`src/logic/dpc_pkg.sv`:
```
package dpc_pkg;
	// Register indices (byte subaddresses on the control port)
	localparam logic [7:0] DPC_ADDR_MASK = 8'h04;
	localparam logic [7:0] DPC_ADDR_CLK = 8'h05;
	localparam logic [7:0] DPC_ADDR_KILL = 8'h06;
	localparam logic [7:0] DPC_ADDR_LUMA1 = 8'h07;
	localparam logic [7:0] DPC_ADDR_LUMA2 = 8'h08;
	localparam logic [7:0] DPC_ADDR_BRIGHT = 8'h09;
	localparam logic [7:0] DPC_ADDR_SAT = 8'h0A;
	localparam logic [7:0] DPC_ADDR_HUE = 8'h0B;
	localparam logic [7:0] DPC_ADDR_CONTRAST = 8'h0C;
	// Reset values
	localparam logic [7:0] DPC_RST_MASK = 8'hDC;
	localparam logic [7:0] DPC_RST_CLK = 8'h08;
	localparam logic [7:0] DPC_RST_KILL = 8'h10;
	localparam logic [7:0] DPC_RST_LUMA1 = 8'h60;
	localparam logic [7:0] DPC_RST_LUMA2 = 8'h00;
	localparam logic [7:0] DPC_RST_BRIGHT = 8'h80;
	localparam logic [7:0] DPC_RST_SAT = 8'h80;
	localparam logic [7:0] DPC_RST_HUE = 8'h00;
	localparam logic [7:0] DPC_RST_CONTRAST = 8'h80;
	// Field positions
	localparam int DPC_BIT_N443 = 7;
	localparam int DPC_BIT_PALN = 6;
	localparam int DPC_BIT_PALM = 4;
	localparam int DPC_BIT_SECAM = 5;
	localparam int DPC_BIT_CLK_EDGE = 0;
	localparam int DPC_BIT_SCLK_EDGE = 1;
	localparam int DPC_BIT_SCLK_OE = 3;
	localparam int DPC_POS_KILL_MODE = 5;
	localparam int DPC_BIT_LUMA2X = 7;
	localparam int DPC_BIT_PED = 6;
	localparam int DPC_BIT_RAWHDR = 5;
	localparam int DPC_BIT_BYPASS = 4;
	localparam int DPC_BIT_TRAP = 6;
	localparam int DPC_POS_PEAK = 2;
	localparam logic [7:0] DPC_DUMMY_HDR = 8'h40;
	localparam int DPC_DELAY_TAPS = 8;

	typedef enum logic [1:0] {
		DPC_KILL_AUTO = 2'b00,
		DPC_KILL_RSVD = 2'b01,
		DPC_KILL_FORCE = 2'b10,
		DPC_KILL_OFF = 2'b11
	} dpc_kill_t;

	typedef enum logic [1:0] {
		DPC_OUT_YCBCR = 2'b00,
		DPC_OUT_LUMA2X = 2'b01
	} dpc_omode_t;

	typedef struct packed {
		logic ntsc443_autoswitch_mask;
		logic paln_autoswitch_mask;
		logic palm_autoswitch_mask;
		logic secam_autoswitch_mask;
	} dpc_mask_t;

	typedef struct packed {
		logic main_rise;
		logic sec_rise;
		logic sec_oe;
	} dpc_clkctl_t;

	typedef struct packed {
		logic [7:0] brightness;
		logic [7:0] saturation;
		logic signed [7:0] hue;
		logic [7:0] contrast;
	} dpc_picture_t;
endpackage

```
`src/logic/dpc_edge_launch.sv`:
```
`timescale 1ns/100ps
module dpc_edge_launch (
	// Clock and reset
	input wire logic sys_clk,
	input wire logic sys_rst,
	// Output clock and data
	input wire logic out_clk,
	input wire logic rise_sel,
	input wire logic [7:0] data_in,
	output logic [7:0] data_out
);
	import dpc_pkg::*;
	logic out_clk_r;
	logic launch;

	always_ff @(posedge sys_clk or posedge sys_rst) begin
		if (sys_rst) begin
			out_clk_r <= 1'b0;
		end else begin
			out_clk_r <= out_clk;
		end
	end

	assign launch = rise_sel ? (out_clk & ~out_clk_r) : (~out_clk & out_clk_r);

	always_ff @(posedge sys_clk or posedge sys_rst) begin
		if (sys_rst) begin
			data_out <= 8'h00;
		end else if (launch) begin
			data_out <= data_in;
		end
	end
endmodule

```
`src/logic/dpc_luma_delay.sv`:
```
`timescale 1ns/100ps
module dpc_luma_delay (
	// Clock and reset
	input wire logic sys_clk,
	input wire logic sys_rst,
	// Samples
	input wire logic [7:0] luma_in,
	input wire logic [7:0] chroma_in,
	input wire logic signed [3:0] delay,
	output logic [7:0] luma_out,
	output logic [7:0] chroma_out
);
	import dpc_pkg::*;
	logic [7:0] luma_line_r [DPC_DELAY_TAPS+1];
	logic [7:0] chroma_line_r [DPC_DELAY_TAPS+1];
	logic [3:0] luma_sel;
	logic [3:0] chroma_sel;

	always_ff @(posedge sys_clk or posedge sys_rst) begin
		if (sys_rst) begin
			for (int i = 0; i <= DPC_DELAY_TAPS; i++) begin
				luma_line_r[i] <= 8'h00;
				chroma_line_r[i] <= 8'h00;
			end
		end else begin
			luma_line_r[0] <= luma_in;
			chroma_line_r[0] <= chroma_in;
			for (int i = 1; i <= DPC_DELAY_TAPS; i++) begin
				luma_line_r[i] <= luma_line_r[i-1];
				chroma_line_r[i] <= chroma_line_r[i-1];
			end
		end
	end

	// Negative codes advance luma: chroma waits low bits plus one
	always_comb begin
		if (delay[3]) begin
			luma_sel = 4'h0;
			chroma_sel = {1'b0, delay[2:0]} + 4'h1;
		end else begin
			luma_sel = 4'(delay);
			chroma_sel = 4'h0;
		end
	end

	always_ff @(posedge sys_clk or posedge sys_rst) begin
		if (sys_rst) begin
			luma_out <= 8'h00;
			chroma_out <= 8'h00;
		end else begin
			luma_out <= luma_line_r[luma_sel];
			chroma_out <= chroma_line_r[chroma_sel];
		end
	end
endmodule

```
`src/logic/dpc_picture_regs.sv`:
```
`timescale 1ns/100ps
module dpc_picture_regs (
	// Clock and reset
	input wire logic sys_clk,
	input wire logic sys_rst,
	// Register port
	input wire logic reg_wr,
	input wire logic reg_rd,
	input wire logic [7:0] reg_addr,
	input wire logic [7:0] reg_wdata,
	output logic [7:0] reg_rdata,
	output logic reg_hit,
	// Autoswitch
	input wire logic [3:0] std_detect_req,
	input wire logic std_detect_valid,
	input wire logic std_is_secam,
	output dpc_pkg::dpc_mask_t autoswitch_mask,
	output logic std_accept,
	// Output clocks
	input wire logic main_clk,
	input wire logic sec_clk,
	output logic sec_clk_o,
	output logic sec_clk_oe,
	// Video in
	input wire logic vertical_blanking_interval,
	input wire logic vertical_active_interval,
	input wire logic [7:0] luma_in,
	input wire logic [7:0] luma2x_in,
	input wire logic [7:0] chroma_in,
	input wire logic [4:0] burst_level,
	input wire logic raw_header_slot,
	// Video out
	output logic [7:0] main_data,
	output logic [7:0] sec_data,
	output logic [1:0] out_mode,
	output logic color_killed,
	output logic pedestal_absent,
	output logic trap_filter_sel,
	output logic [1:0] peaking_gain,
	output dpc_pkg::dpc_picture_t picture,
	output logic hue_enable
);
	import dpc_pkg::*;

	logic [7:0] mask_r;
	logic [7:0] clk_r;
	logic [7:0] kill_r;
	logic [7:0] luma1_r;
	logic [7:0] luma2_r;
	logic [7:0] bright_r;
	logic [7:0] sat_r;
	logic [7:0] hue_r;
	logic [7:0] contrast_r;
	logic [7:0] rdata_nxt;
	logic hit_nxt;
	dpc_kill_t kill_mode;
	dpc_omode_t out_mode_nxt;
	logic killed_nxt;
	logic [7:0] dly_luma;
	logic [7:0] dly_chroma;
	logic [7:0] stream_nxt;
	logic [7:0] stream_r;

	function automatic logic addr_is(input logic [7:0] a, input logic [7:0] reg_ix);
		addr_is = (a == reg_ix);
	endfunction

	// Register writes
	always_ff @(posedge sys_clk or posedge sys_rst) begin
		if (sys_rst) begin
			mask_r <= DPC_RST_MASK;
			clk_r <= DPC_RST_CLK;
			kill_r <= DPC_RST_KILL;
			luma1_r <= DPC_RST_LUMA1;
			luma2_r <= DPC_RST_LUMA2;
			bright_r <= DPC_RST_BRIGHT;
			sat_r <= DPC_RST_SAT;
			hue_r <= DPC_RST_HUE;
			contrast_r <= DPC_RST_CONTRAST;
		end else if (reg_wr) begin
			if (addr_is(reg_addr, DPC_ADDR_MASK))
				mask_r <= reg_wdata;
			if (addr_is(reg_addr, DPC_ADDR_CLK))
				clk_r <= reg_wdata;
			if (addr_is(reg_addr, DPC_ADDR_KILL))
				kill_r <= reg_wdata;
			if (addr_is(reg_addr, DPC_ADDR_LUMA1))
				luma1_r <= reg_wdata;
			if (addr_is(reg_addr, DPC_ADDR_LUMA2))
				luma2_r <= reg_wdata;
			if (addr_is(reg_addr, DPC_ADDR_BRIGHT))
				bright_r <= reg_wdata;
			if (addr_is(reg_addr, DPC_ADDR_SAT))
				sat_r <= reg_wdata;
			if (addr_is(reg_addr, DPC_ADDR_HUE))
				hue_r <= reg_wdata;
			if (addr_is(reg_addr, DPC_ADDR_CONTRAST))
				contrast_r <= reg_wdata;
		end
	end

	// Read mux
	always_comb begin
		rdata_nxt = 8'h00;
		hit_nxt = 1'b1;
		case (reg_addr)
			DPC_ADDR_MASK: rdata_nxt = mask_r;
			DPC_ADDR_CLK: rdata_nxt = clk_r;
			DPC_ADDR_KILL: rdata_nxt = kill_r;
			DPC_ADDR_LUMA1: rdata_nxt = luma1_r;
			DPC_ADDR_LUMA2: rdata_nxt = luma2_r;
			DPC_ADDR_BRIGHT: rdata_nxt = bright_r;
			DPC_ADDR_SAT: rdata_nxt = sat_r;
			DPC_ADDR_HUE: rdata_nxt = hue_r;
			DPC_ADDR_CONTRAST: rdata_nxt = contrast_r;
			default: hit_nxt = 1'b0;
		endcase
	end

	always_ff @(posedge sys_clk or posedge sys_rst) begin
		if (sys_rst) begin
			reg_rdata <= 8'h00;
			reg_hit <= 1'b0;
		end else if (reg_rd) begin
			reg_rdata <= rdata_nxt;
			reg_hit <= hit_nxt;
		end
	end

	// Autoswitch masking
	assign autoswitch_mask.ntsc443_autoswitch_mask = mask_r[DPC_BIT_N443];
	assign autoswitch_mask.paln_autoswitch_mask = mask_r[DPC_BIT_PALN];
	assign autoswitch_mask.palm_autoswitch_mask = mask_r[DPC_BIT_PALM];
	assign autoswitch_mask.secam_autoswitch_mask = mask_r[DPC_BIT_SECAM];
	// Request one-hot: 3 NTSC443, 2 PAL-N, 1 PAL-M, 0 SECAM
	assign std_accept = std_detect_valid & ~|(std_detect_req & autoswitch_mask);

	// Secondary clock pin
	assign sec_clk_o = sec_clk;
	assign sec_clk_oe = clk_r[DPC_BIT_SCLK_OE];

	// Color killer
	assign kill_mode = dpc_kill_t'(kill_r[DPC_POS_KILL_MODE +: 2]);
	always_comb begin
		case (kill_mode)
			DPC_KILL_AUTO: killed_nxt = burst_level > kill_r[4:0];
			DPC_KILL_FORCE: killed_nxt = 1'b1;
			DPC_KILL_OFF: killed_nxt = 1'b0;
			default: killed_nxt = 1'b0;
		endcase
	end

	// Output mode selection
	always_comb begin
		if (luma1_r[DPC_BIT_LUMA2X])
			out_mode_nxt = DPC_OUT_LUMA2X;
		else if (luma1_r[DPC_BIT_BYPASS] && vertical_blanking_interval
			&& !vertical_active_interval)
			out_mode_nxt = DPC_OUT_LUMA2X;
		else
			out_mode_nxt = DPC_OUT_YCBCR;
	end

	dpc_luma_delay u_delay (
		.sys_clk(sys_clk),
		.sys_rst(sys_rst),
		.luma_in(luma_in),
		.chroma_in(killed_nxt ? 8'h00 : chroma_in),
		.delay(signed'(luma1_r[3:0])),
		.luma_out(dly_luma),
		.chroma_out(dly_chroma)
	);

	// Stream assembly
	always_comb begin
		if (raw_header_slot && luma1_r[DPC_BIT_RAWHDR])
			stream_nxt = DPC_DUMMY_HDR;
		else if (out_mode_nxt == DPC_OUT_LUMA2X)
			stream_nxt = luma2x_in;
		else
			stream_nxt = main_clk ? dly_luma : dly_chroma;
	end

	always_ff @(posedge sys_clk or posedge sys_rst) begin
		if (sys_rst) begin
			stream_r <= 8'h00;
			out_mode <= DPC_OUT_YCBCR;
			color_killed <= 1'b0;
		end else begin
			stream_r <= stream_nxt;
			out_mode <= out_mode_nxt;
			color_killed <= killed_nxt;
		end
	end

	dpc_edge_launch u_main (
		.sys_clk(sys_clk),
		.sys_rst(sys_rst),
		.out_clk(main_clk),
		.rise_sel(clk_r[DPC_BIT_CLK_EDGE]),
		.data_in(stream_r),
		.data_out(main_data)
	);

	dpc_edge_launch u_sec (
		.sys_clk(sys_clk),
		.sys_rst(sys_rst),
		.out_clk(sec_clk),
		.rise_sel(clk_r[DPC_BIT_SCLK_EDGE]),
		.data_in(stream_r),
		.data_out(sec_data)
	);

	// Luma and picture controls, live
	assign pedestal_absent = luma1_r[DPC_BIT_PED];
	assign trap_filter_sel = luma2_r[DPC_BIT_TRAP];
	assign peaking_gain = luma2_r[DPC_POS_PEAK +: 2];
	assign picture.brightness = bright_r;
	assign picture.saturation = sat_r;
	assign picture.hue = signed'(hue_r);
	assign picture.contrast = contrast_r;
	assign hue_enable = ~std_is_secam;
endmodule

```
`config.mk`:
```
export PLATFORM = sky130hd
export DESIGN_NAME = dpc_picture_regs
export DESIGN_NICKNAME = d
export VERILOG_FILES = /design/src/logic/dpc_pkg.sv /design/src/logic/dpc_edge_launch.sv /design/src/logic/dpc_luma_delay.sv /design/src/logic/dpc_picture_regs.sv
export SDC_FILE = /design/constraint.sdc
export NUM_CORES = 1
export LEC_CHECK = 0
export BUFFER_PORTS_ARGS = -buffer_cell sky130_fd_sc_hd__buf_2
export CAP_MARGIN = 20
export CORE_MARGIN = 5
export CORE_UTILIZATION = 55
export CTS_CLUSTER_SIZE = 16
export DETAILED_ROUTE_END_ITERATION = 8
export PLACE_DENSITY_LB_ADDON = 0.15
export SYNTH_ARGS = -nofsm -noshare
export SYNTH_HDL_FRONTEND = slang
export SYNTH_SLANG_ARGS = --single-unit
```
`constraint.sdc`:
```
create_clock -name sys_clk -period 10.62 [get_ports sys_clk]
set_clock_uncertainty 0.05 [all_clocks]
set_input_delay 1.593 -clock sys_clk [delete_from_list [all_inputs] [get_ports sys_clk]]
set_output_delay 1.593 -clock sys_clk [all_outputs]
set_load 0.02 [all_outputs]
```
==> results.py, run 1 <==
metrics = {
    "clock_network": {
        "cts_htree_levels": 1,
        "clk_latency_ns": 0.54,
        "cts-buffers-inserted": 27,
        "clockBufferDepth": 3,
        "postCtsSetupRepairBufs": 0,
        "cts_hold_buf": 0,
        "cts_tree": "built",
        "cts.reportedPaths.clkPinSlew_ns": 0.06,
        "root_buffer": "clkbuf_16",
        "clock_sinks": 261,
        "cts_resized": 0,
    },
    "power": {
        "leakage_uw": 0.005665,
        "p_per_area_mw_per_mm2": 195.2,
        "swShare_pct": 23.90,
        "seq_power_share_pct": 49.0,
        "pwr-share-clk_pct": 41.5,
        "p_int_uw": 1770,
        "p_comb_share_pct": 9.5,
        "switchingPower_uw": 556.0,
        "peakVddDrop_mv": 0.1459,
    },
    "yosys": {
        "synth_edf_count": 0,
        "syn_avg_cell_area_sq_um": 14.37,
        "yosys.area.top_type": "dfrtp_1",
        "synthMuxAreaShare_pct": 17.63,
        "synth_fa_ha_area_share_pct": 0.7391,
        "synth_area_leaders": "dfrtp_1 61%, mux2_2 11%, mux2i_1 3.5%",
        "synth_cell_type_count": 48,
        "yosysMostFrequentCell": "dfrtp_1",
        "synth_top_family_by_area": "multiplexers",
        "synth_xor_area_share_pct": 0.08623,
        "postSynth.asyncResetShare_pct": 100.0,
        "ys_seq_area_share_pct": 64.45,
        "synth-simple-area-share_pct": 6.307,
        "synth_compound_area_share_pct": 7.871,
        "synthTopCellsByCount": "249 x dfrtp_1, 95 x mux2_2, 36 x a211oi_1, 36 x mux2i_1, 30 x nor2b_1",
        "ys.flop_type": "dfrtp_1",
        "syn-instance-count": 707,
        "yosysWarnings": 0,
        "ys_ff_latch": 261,
        "syn_area_sq_mm": 0.01016,
        "synth_top_area_share_pct": 61.35,
        "syn_nets": 773,
    },
    "setup_path": {
        "startpoint": "std_detect_req[0]",
        "cp-end-kind": "primary output",
        "cp.required_ns": 8.98,
        "crit_type": "in -> out",
        "start_kind": "input port",
        "reg2reg_slack_ns": 7.85,
        "reg2reg_depth": 3,
        "r2r-start": "luma1_r[2]$_DFFE_PP0P_",
        "critPathArrivalTime_ns": 2.34,
        "critical_path.max_fanout": 1,
    },
    "timing": {
        "relSlewSlack_pct": 24.74,
        "tns_ns": 0,
        "rsz0062_at_grt": "false",
        "slew_violations": 0,
        "tightest_slew_ns": 1.129,
        "setup_violations": 0,
        "whs_ns": 0.3155,
        "min_period_over_period_pct": 37.47,
        "post-route-min-period_ns": 3.979,
        "hold_viol": 0,
        "fmax_mhz": 251.3,
    },
    "grt": {
        "grt_max_degree": 125,
        "grt_pass1_vias": 6610,
        "grt_pass1_wl_um": 35580,
        "grt_use_met3_pct": 3.675,
        "track_usage_pct": 20.49,
        "grt.busiest_layer": "met2",
        "met1_usage_pct": 26.50,
        "overflow": 0,
        "grtUsageMet2_pct": 35.45,
        "antenna_found_initial": 0,
    },
    "run": {
        "drv_cap": 0,
    },
    "final_layout": {
        "top_register": "u_delay.chroma_line_r",
        "largest_reg_flops": 72,
        "nNetsFinal": 896,
        "syn_to_final_growth_pct": 17.31,
        "multi_input_area_sq_mm": 0.003318,
        "regArea_sq_mm": 0.006546,
        "n_fill_cell": 1294,
        "drive_above_1_share_pct": 37.02,
        "reg_top3": "u_delay.chroma_line_r x72, u_delay.luma_line_r x64",
        "n_antenna_cell": 0,
    },
    "drt": {
        "postRouteWirelength_um": 21430,
        "drc_errors": 0,
        "first_pass_iters": 4,
        "vias_per_cell": 5.743,
        "vias": 6202,
        "drtIter0Drc": 278,
        "ant_nets": 0,
        "wire_per_inst_um": 19.84,
    },
    "placement": {
        "numPortBuffers": 130,
        "post-dp-hpwl_um": 14640,
        "gp_congestion": 0.8744,
    },
    "die": {
        "core_sq_mm": 0.01809,
        "rows": 49,
        "initial_core_util_pct": 56.16,
        "die_x_um": 145.9,
        "fp.dieArea_sq_mm": 0.02129,
        "ios": 132,
        "fp.dieH_um": 145.9,
    },
    "hold_path": {
        "min_path_type": "reg -> reg",
        "min_from": "u_delay.chroma_line_r[13]$_DFF_PP0_",
        "hold_path_depth": 0,
    },
    "outcome": {
        "status": "complete, no violations",
    },
}
[per-layer routing]
metal,vias up,wire length (um)
li1,2800,-
met1,3200,8940
met2,154,10820
met3,48,1051
met4,0,612
met5,-,0
[per-stage QoR]
step | power (uW) | utilization, % | cell area (sq um) | cells | setup WS, ns
after floorplan | 1292 | - | 10160 | 707 | 1.813
after global routing | 2420 | 65.88 | 11920 | 1080 | 6.619
after global placement | 1370 | 60.43 | 10930 | 1028 | 6.656
final | 2326 | 65.88 | 11920 | 1080 | 6.641
after detailed placement | 1381 | 60.43 | 10930 | 1028 | 6.637
after CTS | 2350 | 65.58 | 11860 | 1078 | 6.637
[cell type report]
| class | instances | share of cell area [%] |
|---|---|---|
| Multi-Input combinational cell | 383 | 27.85 |
| Clock inverter | 10 | 1.229 |
| Clock buffer | 40 | 6.584 |
| Inverter | 18 | 0.6301 |
| Timing Repair Buffer | 139 | 6.364 |
| Sequential cell | 261 | 54.94 |
| Tap cell | 229 | 2.405 |
[power groups by stage]
stage / logic, uW / registers, uW / clock network (uW)
CTS: 224 / 1140 / 985
finish: 221 / 1140 / 964
global placement: 217 / 1150 / 0
detailed placement: 222 / 1160 / 0
global route: 243 / 1150 / 1030
floorplan: 123 / 1170 / 0
[logic make-up after synthesis]
logic type	after synthesis
flip-flops	261
AND/OR/NAND/NOR	110
buffers and inverters	63
adder cells (fa/ha/maj)	6
XOR/XNOR	1
other	1
multiplexers	147
AO/OA/AOI/OAI	118
[cell usage in the layout, fill, tap and decap left out, drive strengths merged, types with 2 or more instances in the layout]
cell,instances
dfrtp,249
buf,139
mux2,95
clkbuf,40
mux2i,36
a211oi,36
nor2b,30
nand2,27
a21oi,21
inv,20
nor2,19
o21ai,18
mux4,16
a22oi,13
o22ai,12
dfstp,12
nand2b,8
ha,6
clkinv,5
nor3,5
nand3,4
nor3b,3
a221oi,3
a22o,3
bufinv,3
nand4,2
and3,2
a31oi,2
and2,2
a32o,2
or3,2
nand3b,2
o221ai,2
o32a,2
[worst paths after layout]
check	endpoint
min reg2reg	u_delay.chroma_line_r[5]$_DFF_PP0_
min in group asynchronous	u_sec.data_out[6]$_DFFE_PP0P_
min	u_delay.chroma_line_r[5]$_DFF_PP0_
max	std_accept
max in group asynchronous	luma1_r[3]$_DFFE_PP0P_
max reg2reg	u_delay.luma_out[6]$_DFF_PP0_
[worst max-delay path: stages]
cell and delay (ns):
buf_2 0.09, a222oi_1 0.30, and3_1 0.19, buf_2 0.16
Power figures use the tool's default switching activity.
==> run 2: changes to the inputs <==
- ABC_AREA: unset -> 1
- CORE_UTILIZATION: 55 -> 52
- clock period: 10.62 -> 3.6 ns (I/O delays scaled with it)
==> results.py, run 2 <==
metrics = {
    "setup_path": {
        "cp_cell_sequence": "buf_4, ha_1, nand2_4, inv_1, nor3_2, nand2_1, nand2_1",
        "critical_path.top_delay_family": "simple AND/OR/NAND/NOR gates",
        "start_kind": "register",
        "timing.rr.end": "u_delay.chroma_out[5]$_DFF_PP0_",
        "cp-end-kind": "register",
        "reg2reg_depth": 7,
        "path_common_cell": "nand2_1",
        "cp_slowest_cell": "nor3_2",
        "cp.required_ns": 4.01,
        "critical_path.max_fanout": 20,
        "critPathBufInv": 2,
        "r2r-start": "luma1_r[0]$_DFFE_PP0P_",
        "reg2reg_slack_ns": 1.30,
        "crit_type": "reg -> reg",
        "startpoint": "luma1_r[0]$_DFFE_PP0P_",
        "critPathArrivalTime_ns": 2.71,
        "critPathMaxStageDelay_ns": 0.57,
    },
    "grt": {
        "antenna_found_initial": 0,
        "grt_pass1_wl_um": 41080,
        "grtUsageMet2_pct": 31.93,
        "grt_use_met3_pct": 3.760,
        "grt.busiest_layer": "met1",
        "grt_pass1_vias": 7561,
        "grt_max_degree": 67,
        "track_usage_pct": 21.42,
        "overflow": 0,
        "met1_usage_pct": 33.26,
    },
    "hold_path": {
        "holdPathEnd": "u_delay.luma_line_r[70]$_DFF_PP0_",
        "hold_path_depth": 1,
        "min_path_type": "in -> reg",
        "min_from": "luma_in[6]",
    },
    "power": {
        "switchingPower_uw": 1820,
        "seq_power_share_pct": 46.4,
        "peakVddDrop_mv": 0.2957,
        "power.total_uw": 7130,
        "p_comb_share_pct": 11.9,
        "swShare_pct": 25.52,
        "pwr-share-clk_pct": 41.7,
        "p_int_uw": 5310,
        "leakage_uw": 0.006198,
        "p_per_area_mw_per_mm2": 574.0,
    },
    "yosys": {
        "synthTopCellsByCount": "249 x dfrtp_1, 175 x nand2_1, 131 x nor2_1, 86 x inv_1, 83 x o21ai_0",
        "synth_edf_count": 0,
        "syn_avg_cell_area_sq_um": 10.12,
        "ys_ff_latch": 261,
        "synth_area_leaders": "dfrtp_1 58%, nand2_1 6.2%, nor2_1 4.6%",
        "ys.flop_type": "dfrtp_1",
        "yosysMostFrequentCell": "dfrtp_1",
        "synth_cell_type_count": 39,
        "yosys.area.top_type": "dfrtp_1",
        "synth_top_area_share_pct": 58.42,
        "postSynth.asyncResetShare_pct": 100.0,
        "ys_seq_area_share_pct": 61.37,
        "syn_area_sq_mm": 0.01067,
        "yosysWarnings": 0,
        "syn-instance-count": 1054,
        "syn_nets": 1120,
    },
    "final_layout": {
        "n_antenna_cell": 0,
        "n_fill_cell": 1729,
        "regArea_sq_mm": 0.006546,
        "reg_top3": "u_delay.chroma_line_r x72, u_delay.luma_line_r x64",
        "drive_above_1_share_pct": 22.94,
        "multi_input_area_sq_mm": 0.003416,
        "final_cell_mix": "249 x dfrtp_1, 175 x nand2_1, 131 x nor2_1, 130 x buf_2, 85 x inv_1",
        "top_register": "u_delay.chroma_line_r",
        "largest_reg_flops": 72,
        "final_common_cell": "dfrtp_1",
        "nNetsFinal": 1245,
        "instances_no_fill": 1469,
        "syn_to_final_growth_pct": 16.46,
    },
    "clock_network": {
        "clockBufferDepth": 3,
        "clock_sinks": 261,
        "cts_tree": "built",
        "cts.reportedPaths.clkPinSlew_ns": 0.07,
        "clk_latency_ns": 0.52,
        "cts_htree_levels": 1,
        "cts_hold_buf": 0,
        "postCtsSetupRepairBufs": 0,
        "cts_resized": 0,
        "root_buffer": "clkbuf_16",
        "cts-buffers-inserted": 26,
    },
    "timing": {
        "slew_violations": 0,
        "post-route-min-period_ns": 2.298,
        "setup_violations": 0,
        "relSlewSlack_pct": 39.48,
        "min_period_over_period_pct": 63.82,
        "rsz0062_at_grt": "false",
        "hold_viol": 0,
        "fmax_mhz": 435.2,
        "tightest_slew_ns": 0.9068,
    },
    "run": {
        "drv_cap": 0,
    },
    "die": {
        "core_sq_mm": 0.02023,
        "ios": 132,
        "initial_core_util_pct": 52.71,
        "rows": 52,
        "fp.dieH_um": 153.2,
        "die_x_um": 153.2,
        "fp.dieArea_sq_mm": 0.02348,
    },
    "drt": {
        "drc_errors": 0,
        "wire_per_inst_um": 16.97,
        "vias_per_cell": 5.189,
        "ant_nets": 0,
        "drtIter0Drc": 437,
        "postRouteWirelength_um": 24930,
        "first_pass_iters": 5,
        "vias": 7623,
    },
    "placement": {
        "place_inst": 1421,
        "numPortBuffers": 130,
        "post-dp-hpwl_um": 17500,
        "gp_congestion": 0.8904,
    },
    "outcome": {
        "status": "complete, no violations",
    },
}
run 2: cell count changes in the layout (fill, tap and decap cells not counted), moves of 26 or more:
| cell | previous run | this run |
|---|---|---|
| a211oi_1 | 36 | 0 |
| inv_1 | 17 | 85 |
| mux2_2 | 95 | 18 |
| mux2i_1 | 36 | 0 |
| nand2_1 | 26 | 175 |
| nand3_1 | 4 | 69 |
| nor2_1 | 18 | 131 |
| nor2b_1 | 30 | 0 |
| o21ai_0 | 17 | 83 |
| o21ai_1 | 1 | 27 |
run 2: cell families after synthesis:
kind of cell / count (synthesis) / synth area share, %
AND/OR/NAND/NOR: 421 / 18.38
flip-flops: 261 / 61.37
AO/OA/AOI/OAI: 201 / 10.79
buffers and inverters: 144 / 6.604
multiplexers: 20 / 2.111
adder cells (fa/ha/maj): 6 / 0.7038
other: 1 / 0.03516
run 2: worst max path at each step:
stage,to,slack (ns),cells past startpoint
6_report,u_delay.chroma_out[5]$_DFF_PP0_,1.30,7
3_5_place_dp,luma2_r[7]$_DFFE_PP0P_,1.26,8
2_1_floorplan,bright_r[0]$_DFFE_PP0P_,-0.42,1
3_3_place_gp,reg_rdata[1]$_DFFE_PP0P_,1.33,11
5_1_grt,u_delay.chroma_out[3]$_DFF_PP0_,1.09,7
4_1_cts,u_delay.chroma_out[5]$_DFF_PP0_,1.28,7
run 2: final cells by class:
type	instances	share of cell area, %
tap	270	2.720
clock inverter	12	1.541
timing repair buffer	144	6.386
multi-input combinational	649	27.50
sequential	261	52.70
inverter	97	2.961
clock buffer	36	6.195
run 2: power groups by stage:
stage,registers [uW],logic [uW],clock network [uW]
2_1_floorplan,3400,503,0
3_3_place_gp,3360,845,0
3_5_place_dp,3360,857,0
4_1_cts,3310,861,3020
5_1_grt,3340,954,3150
6_report,3310,848,2970
run 2: metal layers:
| layer | vias up | wire, um | share of wire [%] |
|---|---|---|---|
| met5 | - | 0 | 0 |
| met4 | 0 | 383 | 1.5 |
| met3 | 33 | 1476 | 5.9 |
| met2 | 202 | 11110 | 45 |
| met1 | 3702 | 11960 | 48 |
| li1 | 3686 | - | - |
run 2: stage by stage:
step           worst slack [ns]  cell area (sq um)  util, %  setup TNS, ns  hold WS, ns
2_1_floorplan           -0.4218              10670        -        -105.02       0.2988
5_1_grt                   1.090              12420    61.39              0      0.05699
6_report                  1.302              12420    61.39              0      0.07208
4_1_cts                   1.278              12420    61.39              0      0.05451
3_3_place_gp              1.326              11450    56.60              0       0.3000
3_5_place_dp              1.263              11460    56.64              0       0.3030
run 2: worst reg2reg max path, cell delays in order, from the launching register on:
cell,delay (ns)
dfrtp_1,0.36
buf_4,0.21
ha_1,0.36
nand2_4,0.19
inv_1,0.28
nor3_2,0.57
nand2_1,0.12
nand2_1,0.10
